## config.mk

```make
export PLATFORM = sky130hd
export DESIGN_NAME = irl_top
export DESIGN_NICKNAME = d
export VERILOG_FILES = /design/src/irl_pkg.sv /design/src/irl_pending_bit.sv /design/src/irl_top.sv
export SDC_FILE = /design/constraint.sdc
export NUM_CORES = 1
export LEC_CHECK = 0
export ABC_AREA = 1
export BUFFER_PORTS_ARGS = -buffer_cell sky130_fd_sc_hd__buf_2
export CAP_MARGIN = 25
export CORE_AREA = 2 2 114 116
export DETAILED_ROUTE_END_ITERATION = 12
export DIE_AREA = 0 0 116 118
export SLEW_MARGIN = 25
export SYNTH_ARGS = -nofsm -noshare
export SYNTH_HDL_FRONTEND = slang
export SYNTH_SLANG_ARGS = --single-unit
```

## constraint.sdc

```tcl
create_clock -name ref_clk -period 4.4 [get_ports ref_clk]
set_input_delay 0.22 -clock ref_clk [delete_from_list [all_inputs] [get_ports ref_clk]]
set_output_delay 0.22 -clock ref_clk [all_outputs]
set_load 0.01 [all_outputs]
```

## src/irl_pkg.sv

```systemverilog
// Package for the interrupt request latch: register map, fields, types.
// Assumes a single 100 MHz system clock and a plain strobe register port.
package irl_pkg;
	localparam logic [11:0] ADDR_BANK0 = 12'hfc0;
	localparam logic [11:0] ADDR_EN0_HIGH = 12'hfc1;
	localparam logic [11:0] ADDR_EN0_LOW = 12'hfc2;
	localparam logic [11:0] ADDR_BANK1 = 12'hfc3;
	localparam logic [11:0] ADDR_EN1_HIGH = 12'hfc4;
	localparam logic [11:0] ADDR_EN1_LOW = 12'hfc5;
	localparam logic [11:0] ADDR_BANK2 = 12'hfc6;
	localparam logic [11:0] ADDR_EN2_HIGH = 12'hfc7;
	localparam logic [11:0] ADDR_EN2_LOW = 12'hfc8;
	localparam logic [11:0] ADDR_CONTROL = 12'hfcf;
	localparam int CONTROL_GIE_BIT = 7;
	localparam logic [7:0] BANK0_MASK = 8'h79;
	localparam logic [7:0] BANK1_MASK = 8'hff;
	localparam logic [7:0] BANK2_MASK = 8'h0f;
	localparam logic [7:0] RESET_VALUE = 8'h00;
	localparam int NUM_SOURCES = 24;
	localparam logic [4:0] VEC_NONE = 5'h1f;
	localparam logic [4:0] VEC_WATCHDOG = 5'h1e;
	typedef struct packed {
		logic [11:0] addr;
		logic [7:0] wdata;
		logic wr;
		logic rd;
	} irl_bus_type;
	typedef struct packed {
		logic [3:0] portc;
		logic [7:0] porta;
		logic timer1;
		logic timer0;
		logic serial_rx;
		logic serial_tx;
		logic converter;
	} irl_sources_type;
endpackage : irl_pkg

```

## src/irl_pending_bit.sv

```systemverilog
// One pending bit: hardware set, software write, core acknowledge.
// Assumes all inputs are on the system clock.
`timescale 1ns/100ps
`default_nettype none
module irl_pending_bit (
	input wire logic clk,
	input wire logic rst_n,
	input wire logic hw_set,
	input wire logic sw_wr,
	input wire logic sw_val,
	input wire logic ack,
	output logic pending
);
	always_ff @(posedge clk or negedge rst_n) begin
		if (!rst_n) begin
			pending <= 1'b0;
		end else if (hw_set) begin
			pending <= 1'b1;
		end else if (sw_wr) begin
			pending <= sw_val;
		end else if (ack) begin
			pending <= 1'b0;
		end
	end

	a_hw_set_wins: assert property (@(posedge clk) disable iff (!rst_n)
		hw_set |=> pending)
		else $error("hardware set lost");
	a_ack_clears: assert property (@(posedge clk) disable iff (!rst_n)
		ack && !hw_set && !sw_wr |=> !pending)
		else $error("acknowledge did not clear");
	a_sw_write: assert property (@(posedge clk) disable iff (!rst_n)
		sw_wr && !hw_set |=> pending == $past(sw_val))
		else $error("software write not applied");
endmodule : irl_pending_bit
`default_nettype wire

```

## src/irl_top.sv

```systemverilog
// Interrupt request latch: pending banks, enables, level arbiter, core handshake.
// Assumes sources and core on ref_clk; watchdog level is asynchronous.
//
// The strobed register port is this design's own decision.
`timescale 1ns/100ps
`default_nettype none
module irl_top (
	input wire logic ref_clk,
	input wire logic arst_n,
	input wire irl_pkg::irl_bus_type bus,
	output logic [7:0] rdata,
	input wire irl_pkg::irl_sources_type src,
	input wire logic watchdog_req,
	input wire logic core_ack,
	output logic irq_to_core,
	output logic [4:0] irq_vector,
	output logic global_interrupt_enable
);
	localparam int N = irl_pkg::NUM_SOURCES;
	logic rst_meta_reg, rst_sync_reg;
	logic wd_meta_reg, wd_sync_reg;
	logic [7:0] pending_requests_bank0, pending_requests_bank1, pending_requests_bank2;
	logic [7:0] en_high_reg [3];
	logic [7:0] en_low_reg [3];
	logic [N-1:0] hw_set, sw_wr, sw_val, ack_vec, pend;
	logic [N-1:0] en_hi, en_lo;
	logic [4:0] win_next;
	logic [1:0] win_lvl;
	logic ack_ok;

	always_ff @(posedge ref_clk or negedge arst_n) begin
		if (!arst_n) begin
			rst_meta_reg <= 1'b0;
			rst_sync_reg <= 1'b0;
		end else begin
			rst_meta_reg <= 1'b1;
			rst_sync_reg <= rst_meta_reg;
		end
	end

	always_ff @(posedge ref_clk or negedge rst_sync_reg) begin
		if (!rst_sync_reg) begin
			wd_meta_reg <= 1'b0;
			wd_sync_reg <= 1'b0;
		end else begin
			wd_meta_reg <= watchdog_req;
			wd_sync_reg <= wd_meta_reg;
		end
	end

	// Flat source map, index = bank*8 + bit
	always_comb begin
		hw_set = '0;
		hw_set[6] = src.timer1;
		hw_set[5] = src.timer0;
		hw_set[4] = src.serial_rx;
		hw_set[3] = src.serial_tx;
		hw_set[0] = src.converter;
		hw_set[15:8] = src.porta;
		hw_set[19:16] = src.portc;
	end

	always_comb begin
		sw_wr = '0;
		sw_val = {8'h00, bus.wdata, bus.wdata};
		if (bus.wr) begin
			unique case (bus.addr)
				irl_pkg::ADDR_BANK0: sw_wr[7:0] = irl_pkg::BANK0_MASK;
				irl_pkg::ADDR_BANK1: sw_wr[15:8] = irl_pkg::BANK1_MASK;
				irl_pkg::ADDR_BANK2: sw_wr[23:16] = irl_pkg::BANK2_MASK;
				default: sw_wr = '0;
			endcase
		end
		sw_val[23:16] = bus.wdata;
	end

	generate
		for (genvar i = 0; i < N; i++) begin : g_bit
			irl_pending_bit u_bit (
				.clk(ref_clk),
				.rst_n(rst_sync_reg),
				.hw_set(hw_set[i]),
				.sw_wr(sw_wr[i]),
				.sw_val(sw_val[i]),
				.ack(ack_vec[i]),
				.pending(pend[i])
			);
		end
	endgenerate

	assign pending_requests_bank0 = pend[7:0];
	assign pending_requests_bank1 = pend[15:8];
	assign pending_requests_bank2 = pend[23:16];
	assign en_hi = {en_high_reg[2], en_high_reg[1], en_high_reg[0]};
	assign en_lo = {en_low_reg[2], en_low_reg[1], en_low_reg[0]};

	always_ff @(posedge ref_clk or negedge rst_sync_reg) begin
		if (!rst_sync_reg) begin
			for (int b = 0; b < 3; b++) begin
				en_high_reg[b] <= irl_pkg::RESET_VALUE;
				en_low_reg[b] <= irl_pkg::RESET_VALUE;
			end
		end else if (bus.wr) begin
			unique case (bus.addr)
				irl_pkg::ADDR_EN0_HIGH: en_high_reg[0] <= bus.wdata;
				irl_pkg::ADDR_EN0_LOW: en_low_reg[0] <= bus.wdata & irl_pkg::BANK0_MASK;
				irl_pkg::ADDR_EN1_HIGH: en_high_reg[1] <= bus.wdata;
				irl_pkg::ADDR_EN1_LOW: en_low_reg[1] <= bus.wdata;
				irl_pkg::ADDR_EN2_HIGH: en_high_reg[2] <= bus.wdata;
				irl_pkg::ADDR_EN2_LOW: en_low_reg[2] <= bus.wdata;
				default: ;
			endcase
		end
	end

	// Level then fixed order; lower bank wins, then higher bit within the bank
	always_comb begin
		logic [1:0] lvl;
		logic [4:0] idx;
		lvl = 2'd0;
		idx = 5'd0;
		win_next = irl_pkg::VEC_NONE;
		win_lvl = 2'd0;
		for (int k = 0; k < N; k++) begin
			idx = (k < 8) ? 5'(7 - k) : (k < 16) ? 5'(23 - k) : 5'(39 - k);
			lvl = {en_hi[idx], en_lo[idx]};
			if (pend[idx] && lvl > win_lvl) begin
				win_lvl = lvl;
				win_next = idx;
			end
		end
	end

	assign ack_ok = core_ack && irq_to_core;
	always_comb begin
		ack_vec = '0;
		if (ack_ok && irq_vector != irl_pkg::VEC_WATCHDOG && irq_vector != irl_pkg::VEC_NONE) begin
			ack_vec[irq_vector] = 1'b1;
		end
	end

	always_ff @(posedge ref_clk or negedge rst_sync_reg) begin
		if (!rst_sync_reg) begin
			global_interrupt_enable <= 1'b0;
		end else if (ack_ok) begin
			global_interrupt_enable <= 1'b0;
		end else if (bus.wr && bus.addr == irl_pkg::ADDR_CONTROL) begin
			global_interrupt_enable <= bus.wdata[irl_pkg::CONTROL_GIE_BIT];
		end
	end

	// Forward to core; watchdog bypasses per-source enables and pending bits but needs the global enable
	always_ff @(posedge ref_clk or negedge rst_sync_reg) begin
		if (!rst_sync_reg) begin
			irq_to_core <= 1'b0;
			irq_vector <= irl_pkg::VEC_NONE;
		end else if (ack_ok) begin
			irq_to_core <= 1'b0;
			irq_vector <= irl_pkg::VEC_NONE;
		end else if (global_interrupt_enable && wd_sync_reg) begin
			irq_to_core <= 1'b1;
			irq_vector <= irl_pkg::VEC_WATCHDOG;
		end else if (global_interrupt_enable && win_next != irl_pkg::VEC_NONE) begin
			irq_to_core <= 1'b1;
			irq_vector <= win_next;
		end else begin
			irq_to_core <= 1'b0;
			irq_vector <= irl_pkg::VEC_NONE;
		end
	end

	// Reads: pending bits always visible for polling
	always_ff @(posedge ref_clk or negedge rst_sync_reg) begin
		if (!rst_sync_reg) begin
			rdata <= 8'h00;
		end else if (bus.rd) begin
			unique case (bus.addr)
				irl_pkg::ADDR_BANK0: rdata <= pending_requests_bank0;
				irl_pkg::ADDR_BANK1: rdata <= pending_requests_bank1;
				irl_pkg::ADDR_BANK2: rdata <= pending_requests_bank2;
				irl_pkg::ADDR_EN0_HIGH: rdata <= en_high_reg[0];
				irl_pkg::ADDR_EN0_LOW: rdata <= en_low_reg[0];
				irl_pkg::ADDR_EN1_HIGH: rdata <= en_high_reg[1];
				irl_pkg::ADDR_EN1_LOW: rdata <= en_low_reg[1];
				irl_pkg::ADDR_EN2_HIGH: rdata <= en_high_reg[2];
				irl_pkg::ADDR_EN2_LOW: rdata <= en_low_reg[2];
				irl_pkg::ADDR_CONTROL: rdata <= {global_interrupt_enable, 7'h00};
				default: rdata <= 8'h00;
			endcase
		end else begin
			rdata <= 8'h00;
		end
	end

	a_no_fwd_disabled: assert property (@(posedge ref_clk) disable iff (!rst_sync_reg)
		!global_interrupt_enable && !wd_sync_reg |=> !irq_to_core)
		else $error("forwarded while disabled");
	a_ack_drops_gie: assert property (@(posedge ref_clk) disable iff (!rst_sync_reg)
		ack_ok |=> !global_interrupt_enable && !irq_to_core)
		else $error("enable kept after acknowledge");
	a_timer1_capture: assert property (@(posedge ref_clk) disable iff (!rst_sync_reg)
		src.timer1 |=> pending_requests_bank0[6])
		else $error("timer 1 request not captured");
	a_reserved_zero: assert property (@(posedge ref_clk) disable iff (!rst_sync_reg)
		pending_requests_bank0[7] == 1'b0 && pending_requests_bank0[2:1] == 2'h0 &&
		pending_requests_bank2[7:4] == 4'h0)
		else $error("reserved pending bit set");
	a_watchdog_fwd: assert property (@(posedge ref_clk) disable iff (!rst_sync_reg)
		global_interrupt_enable && wd_sync_reg && !ack_ok |=> irq_vector == irl_pkg::VEC_WATCHDOG)
		else $error("watchdog not forwarded");
	a_level_order: assert property (@(posedge ref_clk) disable iff (!rst_sync_reg)
		global_interrupt_enable && !wd_sync_reg && !ack_ok && win_next != irl_pkg::VEC_NONE
		|=> irq_vector == $past(win_next))
		else $error("wrong winner forwarded");
	c_ack_seen: cover property (@(posedge ref_clk) disable iff (!rst_sync_reg) ack_ok);
	c_watchdog: cover property (@(posedge ref_clk) disable iff (!rst_sync_reg)
		irq_vector == irl_pkg::VEC_WATCHDOG);
	c_sw_set: cover property (@(posedge ref_clk) disable iff (!rst_sync_reg)
		bus.wr && bus.addr == irl_pkg::ADDR_BANK1 && bus.wdata != 8'h00);
endmodule : irl_top
`default_nettype wire

```

==> run_results.csv, run 1 <==
group,metric,value,unit
outcome,status,"finished with violations",
outcome,violations,"negative setup slack",
detailed_routing,drtAntennaViolNets,0,
sta,setup-violations-final,6,
worst_hold_path,min_path_type,"in2reg",
synth,yosys_warnings,0,
global_route,grt_max_degree,80,
global_route,grt.total_usage,26.02,%
sta,slew_violations,0,
sta,min_period_over_period,319.2,%
placed_design,dp_cells,984,
floorplanning,initial_core_util,39.50,%
critical_path,critPathTopFamily,"simple AND/OR/NAND/NOR gates",
final_layout,fin_util,59.56,%
floorplanning,core,0.01241,sq mm
synth,syn_nets,706,
final_layout,final_common_cell,"buf_4",
detailed_routing,first_iter_violations,481,
global_route,overflow,0,
worst_hold_path,hold_path_depth,2,
sta,min_period,14.05,ns
worst_hold_path,hold_path_startpoint,"src[7]",
cts,root_buffer,"clkbuf_16",
floorplanning,pin_count,58,
critical_path,critPathMaxStageDelay,0.43,ns
cts,insertion_delay,0.35,ns
placed_design,dp_hpwl,12820,um
critical_path,worstSetupPathType,"reg2reg",
global_route,grt_pass1_vias,5133,
cts,numCtsBuffers,9,
placed_design,place_ws,-10.15,ns
sta,max_freq,71.19,MHz
sta,relSlewSlack,40.65,%
critical_path,worst-path-max-fanout,4,
placed_design,io_buffer_count,57,
sta,clock_skew,0.01010,ns
critical_path,rr_worst_depth,124,
critical_path,r2r_start,"g_bit[6].u_bit.pending",
sta,worst_pin_slew,0.8843,ns
critical_path,cp_num_buf_inv,21,
critical_path,cp.required,4.64,ns
floorplanning,die_height,118,um
final_layout,area.growth.synth_to_final,50.80,%
final_layout,final_cell_mix,"149 x buf_4, 108 x nand2_1, 77 x inv_1",
floorplanning,rows,41,
detailed_routing,dr.pass1.iters,5,
floorplanning,die-width,116,um
final_layout,layout-drive-gt1-share,42.59,%
cts,ctsLongestPathBuffers,2,
critical_path,crit_top_cell,"nand2_2",
critical_path,crit_arrival,14.29,ns
critical_path,r2r_setup_slack,-9.65,ns
synth,synth_top_cell_by_area,"dfrtp_1",
pwr,p_leak,0.003555,uW
critical_path,r2r-end,"irq_to_core",
pwr,ir_drop,0.0002377,V
synth,ys_types,40,
detailed_routing,vias,5412,
job,drv_cap,0,
sta,worst_slack,-9.647,ns
final_layout,instances_no_fill,1036,
synth,ys_ff_latch,81,
placed_design,place.gp.congestion,0.9459,
synth,syn_avg_cell_area,7.614,sq um
critical_path,start_kind,"flip-flop",
floorplanning,die_area,0.01369,sq mm
detailed_routing,wl,17700,um
detailed_routing,vias_per_cell,5.224,
worst_hold_path,holdPathEnd,"g_bit[10].u_bit.pending",
pwr,power.density,335.9,mW/mm^2
sta,worst_hold_slack,0.06205,ns
synth,seq_area_frac_synth,41.46,%
synth,netlist_instances,644,
critical_path,cp_slowest_cell,"dfrtp_1",
cts,htree_levels,3,
final_layout,largest_register_ffs,24,
final_layout,nNetsFinal,921,
global_route,antenna_found_initial,0,
synth,synthesis.area,0.004903,sq mm
sta,setup_tns,-56.79,ns
synth,synth_area_leaders,"dfrtp_1 39%, nand2_1 11%, o21ai_0 7.9%, inv_1 7.3%, ha_1 4.8%",
final_layout,antenna_cells,0,
cts,cts_tree,"done",
sta,rsz0062_at_grt,"yes",
cts,clk_pin_slew,0.07,ns
sta,hold_viol,0,
synth,synth_top_cell_area_share,38.79,%
cts,cts.sinks,81,
detailed_routing,drc,0,
detailed_routing,avgRoutedWirePerCell,17.08,um
critical_path,critPathCaptureType,"flip-flop",
global_route,grt_pass1_wl,27120,um
-- timing repair --
| item | 4_1_cts | 5_1_grt |
|---|---|---|
| gates cloned | 0 | 0 |
| hold buffers | 2 | 0 |
| gates resized for setup | 17 | 79 |
| pin swaps | 24 | 95 |
| endpoints found under the hold margin | 3 | 0 |
| setup endpoints to repair | 6 | 6 |
| buffers inserted | 18 | 16 |
-- cell type report --
class                           count  area [sq um]
Tap cell                          172         215.2
Fill cell                        1157          5020
Inverter                           99         386.6
Clock buffer                       10         229.0
Sequential cell                    81          2037
Multi-Input combinational cell    456          2952
Timing Repair Buffer              212          1485
Clock inverter                      6         90.09
-- kinds of logic after synthesis --
| kind of cell | after synthesis | share of synthesized area (%) |
|---|---|---|
| AOI/OAI and AO/OA | 156 | 19.75 |
| adders and majority gates | 19 | 4.848 |
| buffers and inverters | 107 | 8.242 |
| DFF | 81 | 41.46 |
| other | 1 | 0.07648 |
| and+or+nand+nor | 280 | 25.62 |
-- power breakdown --
part | leakage, uW | switching (uW) | internal [uW]
registers | 0.00102 | 9.12 | 750
clock network | 0.000153 | 318 | 500
logic | 0.00239 | 446 | 461
total | 0.00355 | 773 | 1710
-- routing by layer --
| layer | routed length (um) | GRT usage (%) | up-vias |
|---|---|---|---|
| met5 | 0 | 0 | - |
| met4 | 413 | 8.333 | 0 |
| met3 | 1242 | 3.399 | 31 |
| met2 | 8262 | 39.84 | 225 |
| met1 | 7778 | 38.05 | 2565 |
| li1 | - | - | 2591 |
-- synth_stat cells, drive strengths merged --
cell,count
a211o,17
a21oi,25
a221oi,15
a311oi,1
a31oi,3
and2,6
and3,1
buf,1
clkbuf,7
clkinv,1
conb,1
dfrtp,76
dfstp,5
ha,19
inv,98
nand2,150
nand3,48
nand3b,1
nand4,6
nor2,58
nor3,8
nor4,1
o211ai,4
o21a,2
o21ai,81
o22ai,6
o31ai,2
or2,1
-- worst max-delay path by stage --
stage | startpoint | end | slack [ns] | cells past startpoint
2_1_floorplan | g_bit[6].u_bit.pending | irq_to_core | -9.12 | 125
3_3_place_gp | g_bit[6].u_bit.pending | irq_to_core | -9.62 | 122
3_5_place_dp | g_bit[6].u_bit.pending | irq_to_core | -10.15 | 119
4_1_cts | g_bit[6].u_bit.pending | irq_to_core | -9.90 | 122
5_1_grt | g_bit[6].u_bit.pending | irq_to_core | -10.44 | 123
6_report | g_bit[6].u_bit.pending | irq_to_core | -9.65 | 124
-- through the flow --
step	power (uW)	cell area, sq um
CTS	2255	6880
global route	2605	7395
global placement	1332	6336
finish	2484	7395
detailed placement	1349	6336
floorplan	1099	4970
Power figures use the tool's default switching activity.
==> run 2, diff against run 1 <==
CORE_AREA = 10 10 122 124   (was 2 2 114 116)
DIE_AREA = 0 0 132 134   (was 0 0 116 118)
==> run_results.csv, run 2 (synthesized netlist as in run 1, its figures left out) <==
group,metric,value,unit
critical_path,crit_start,"g_bit[6].u_bit.pending",
placed_design,io_buffer_count,57,
detailed_routing,vias,5458,
cts,clk_pin_slew,0.06,ns
floorplanning,die_height,134,um
sta,clock_skew,0.006124,ns
job,drv_cap,0,
cts,insertion_delay,0.34,ns
sta,min_period_over_period,320.6,%
pwr,power,2579,uW
detailed_routing,first_iter_violations,463,
floorplanning,core,0.01247,sq mm
floorplanning,die_area,0.01769,sq mm
critical_path,critPathTopFamily,"simple AND/OR/NAND/NOR gates",
sta,relSlewSlack,40.18,%
critical_path,critPathMaxStageDelay,0.42,ns
cts,root_buffer,"clkbuf_16",
pwr,p_leak,0.003638,uW
global_route,overflow,0,
sta,max_freq,70.88,MHz
critical_path,crit_top_cell,"nand2_2",
floorplanning,pin_count,58,
critical_path,critPathCaptureType,"flip-flop",
placed_design,place.gp.congestion,0.9720,
critical_path,r2r_setup_slack,-9.71,ns
global_route,grt_max_degree,80,
pwr,power.density,342.3,mW/mm^2
final_layout,area.growth.synth_to_final,53.64,%
critical_path,r2r_start,"g_bit[6].u_bit.pending",
sta,worst_pin_slew,0.8913,ns
global_route,grt_pass1_wl,26740,um
critical_path,rr_worst_depth,123,
cts,cts_tree,"done",
sta,worst_slack,-9.708,ns
critical_path,cp_num_cells,123,
detailed_routing,avgRoutedWirePerCell,17.23,um
sta,rsz0062_at_grt,"yes",
critical_path,cp.required,4.67,ns
critical_path,worstSetupPathType,"reg2reg",
sta,min_period,14.11,ns
detailed_routing,wl,18040,um
detailed_routing,dr.pass1.iters,5,
detailed_routing,drtAntennaViolNets,0,
cts,cts.sinks,81,
pwr,ir_drop,0.0002939,V
floorplanning,rows,41,
sta,hold_viol,0,
final_layout,antenna_cells,0,
worst_hold_path,hold_path_depth,2,
critical_path,worst-path-max-fanout,4,
detailed_routing,vias_per_cell,5.213,
floorplanning,initial_core_util,39.34,%
sta,setup_tns,-56.36,ns
floorplanning,die-width,132,um
critical_path,cp_slowest_cell,"dfrtp_1",
critical_path,crit_arrival,14.38,ns
critical_path,cp_num_buf_inv,22,
global_route,grt.total_usage,18.90,%
final_layout,nNetsFinal,932,
outcome,status,"finished with violations",
global_route,antenna_found_initial,0,
placed_design,place_ws,-10.20,ns
detailed_routing,drc,0,
worst_hold_path,min_path_type,"in2reg",
cts,ctsLongestPathBuffers,2,
final_layout,final_common_cell,"buf_4",
critical_path,start_kind,"flip-flop",
final_layout,layout-drive-gt1-share,44.23,%
final_layout,final_cell_mix,"157 x buf_4, 106 x nand2_1, 75 x inv_1, 75 x dfrtp_1, 70 x o21ai_0",
placed_design,dp_hpwl,13160,um
cts,htree_levels,3,
outcome,violations,"negative setup slack",
critical_path,critPathCapture,"irq_vector[2]",
global_route,grt_pass1_vias,5069,
critical_path,r2r-end,"irq_vector[2]",
final_layout,largest_register_ffs,24,
cts,numCtsBuffers,9,
sta,setup-violations-final,6,
sta,slew_violations,0,
run 2: cell types whose count changed in the layout (fill, tap and decap cells not counted), moves of 2 or more:
cell | previous run | this run
buf_4 | 149 | 157
buf_6 | 3 | 6
inv_1 | 77 | 75
inv_2 | 17 | 21
inv_4 | 4 | 2
inv_6 | 2 | 0
nand2_1 | 108 | 106
nand2_2 | 39 | 41
o21ai_1 | 4 | 2
o21ai_2 | 6 | 8
run 2: how the worst min path moves through the flow:
stage / from / endpoint / slack (ns)
finish: src[15] / g_bit[18].u_bit.pending / 0.06
global route: src[10] / g_bit[13].u_bit.pending / 0.07
CTS: src[15] / g_bit[18].u_bit.pending / 0.06
detailed placement: arst_n / rst_meta_reg / 0.007
global placement: arst_n / rst_meta_reg / 0.006
floorplan: arst_n / rst_meta_reg / -0.08
run 2: metal layers:
metal  up-vias  share of wire [%]  global-route usage (%)
met5         -                  0                       0
met4         0                2.3                   5.995
met3        29                7.2                   3.025
met2       240                 45                   29.65
met1      2570                 45                   25.98
li1       2619                  -                       -
run 2: layout make-up:
type	count	area, sq um
fillers	1098	4932
inverters	99	381.6
well taps	172	215.2
flip-flops and latches	81	2037
repair buffers	223	1579
multi-input cells	456	2992
clock buffers	10	239.0
clock inverters	6	90.09
run 2: stage by stage:
stage	std cells	utilization (%)	area [sq um]	hold WS [ns]
floorplan	644	-	4970	-0.07559
global placement	986	50.95	6351	0.005564
detailed placement	986	50.95	6351	0.007425
CTS	1006	54.00	6731	0.05614
global route	1047	60.43	7533	0.07043
finish	1047	60.43	7533	0.06297
run 2: power by group:
part | total, uW | switching [uW] | leakage, uW | internal, uW
registers | 758 | 8.15 | 0.00102 | 750
clock network | 836 | 321 | 0.000164 | 516
logic | 985 | 454 | 0.00246 | 531
total | 2580 | 783 | 0.00364 | 1800
run 2: repair_timing:
action	CTS	global route
cloned	0	0
hold buffers	2	0
endpoints found under the hold margin	3	0
resized for setup	5	102
setup endpoints to repair	6	6
pin swaps	6	101
setup buffers	2	41
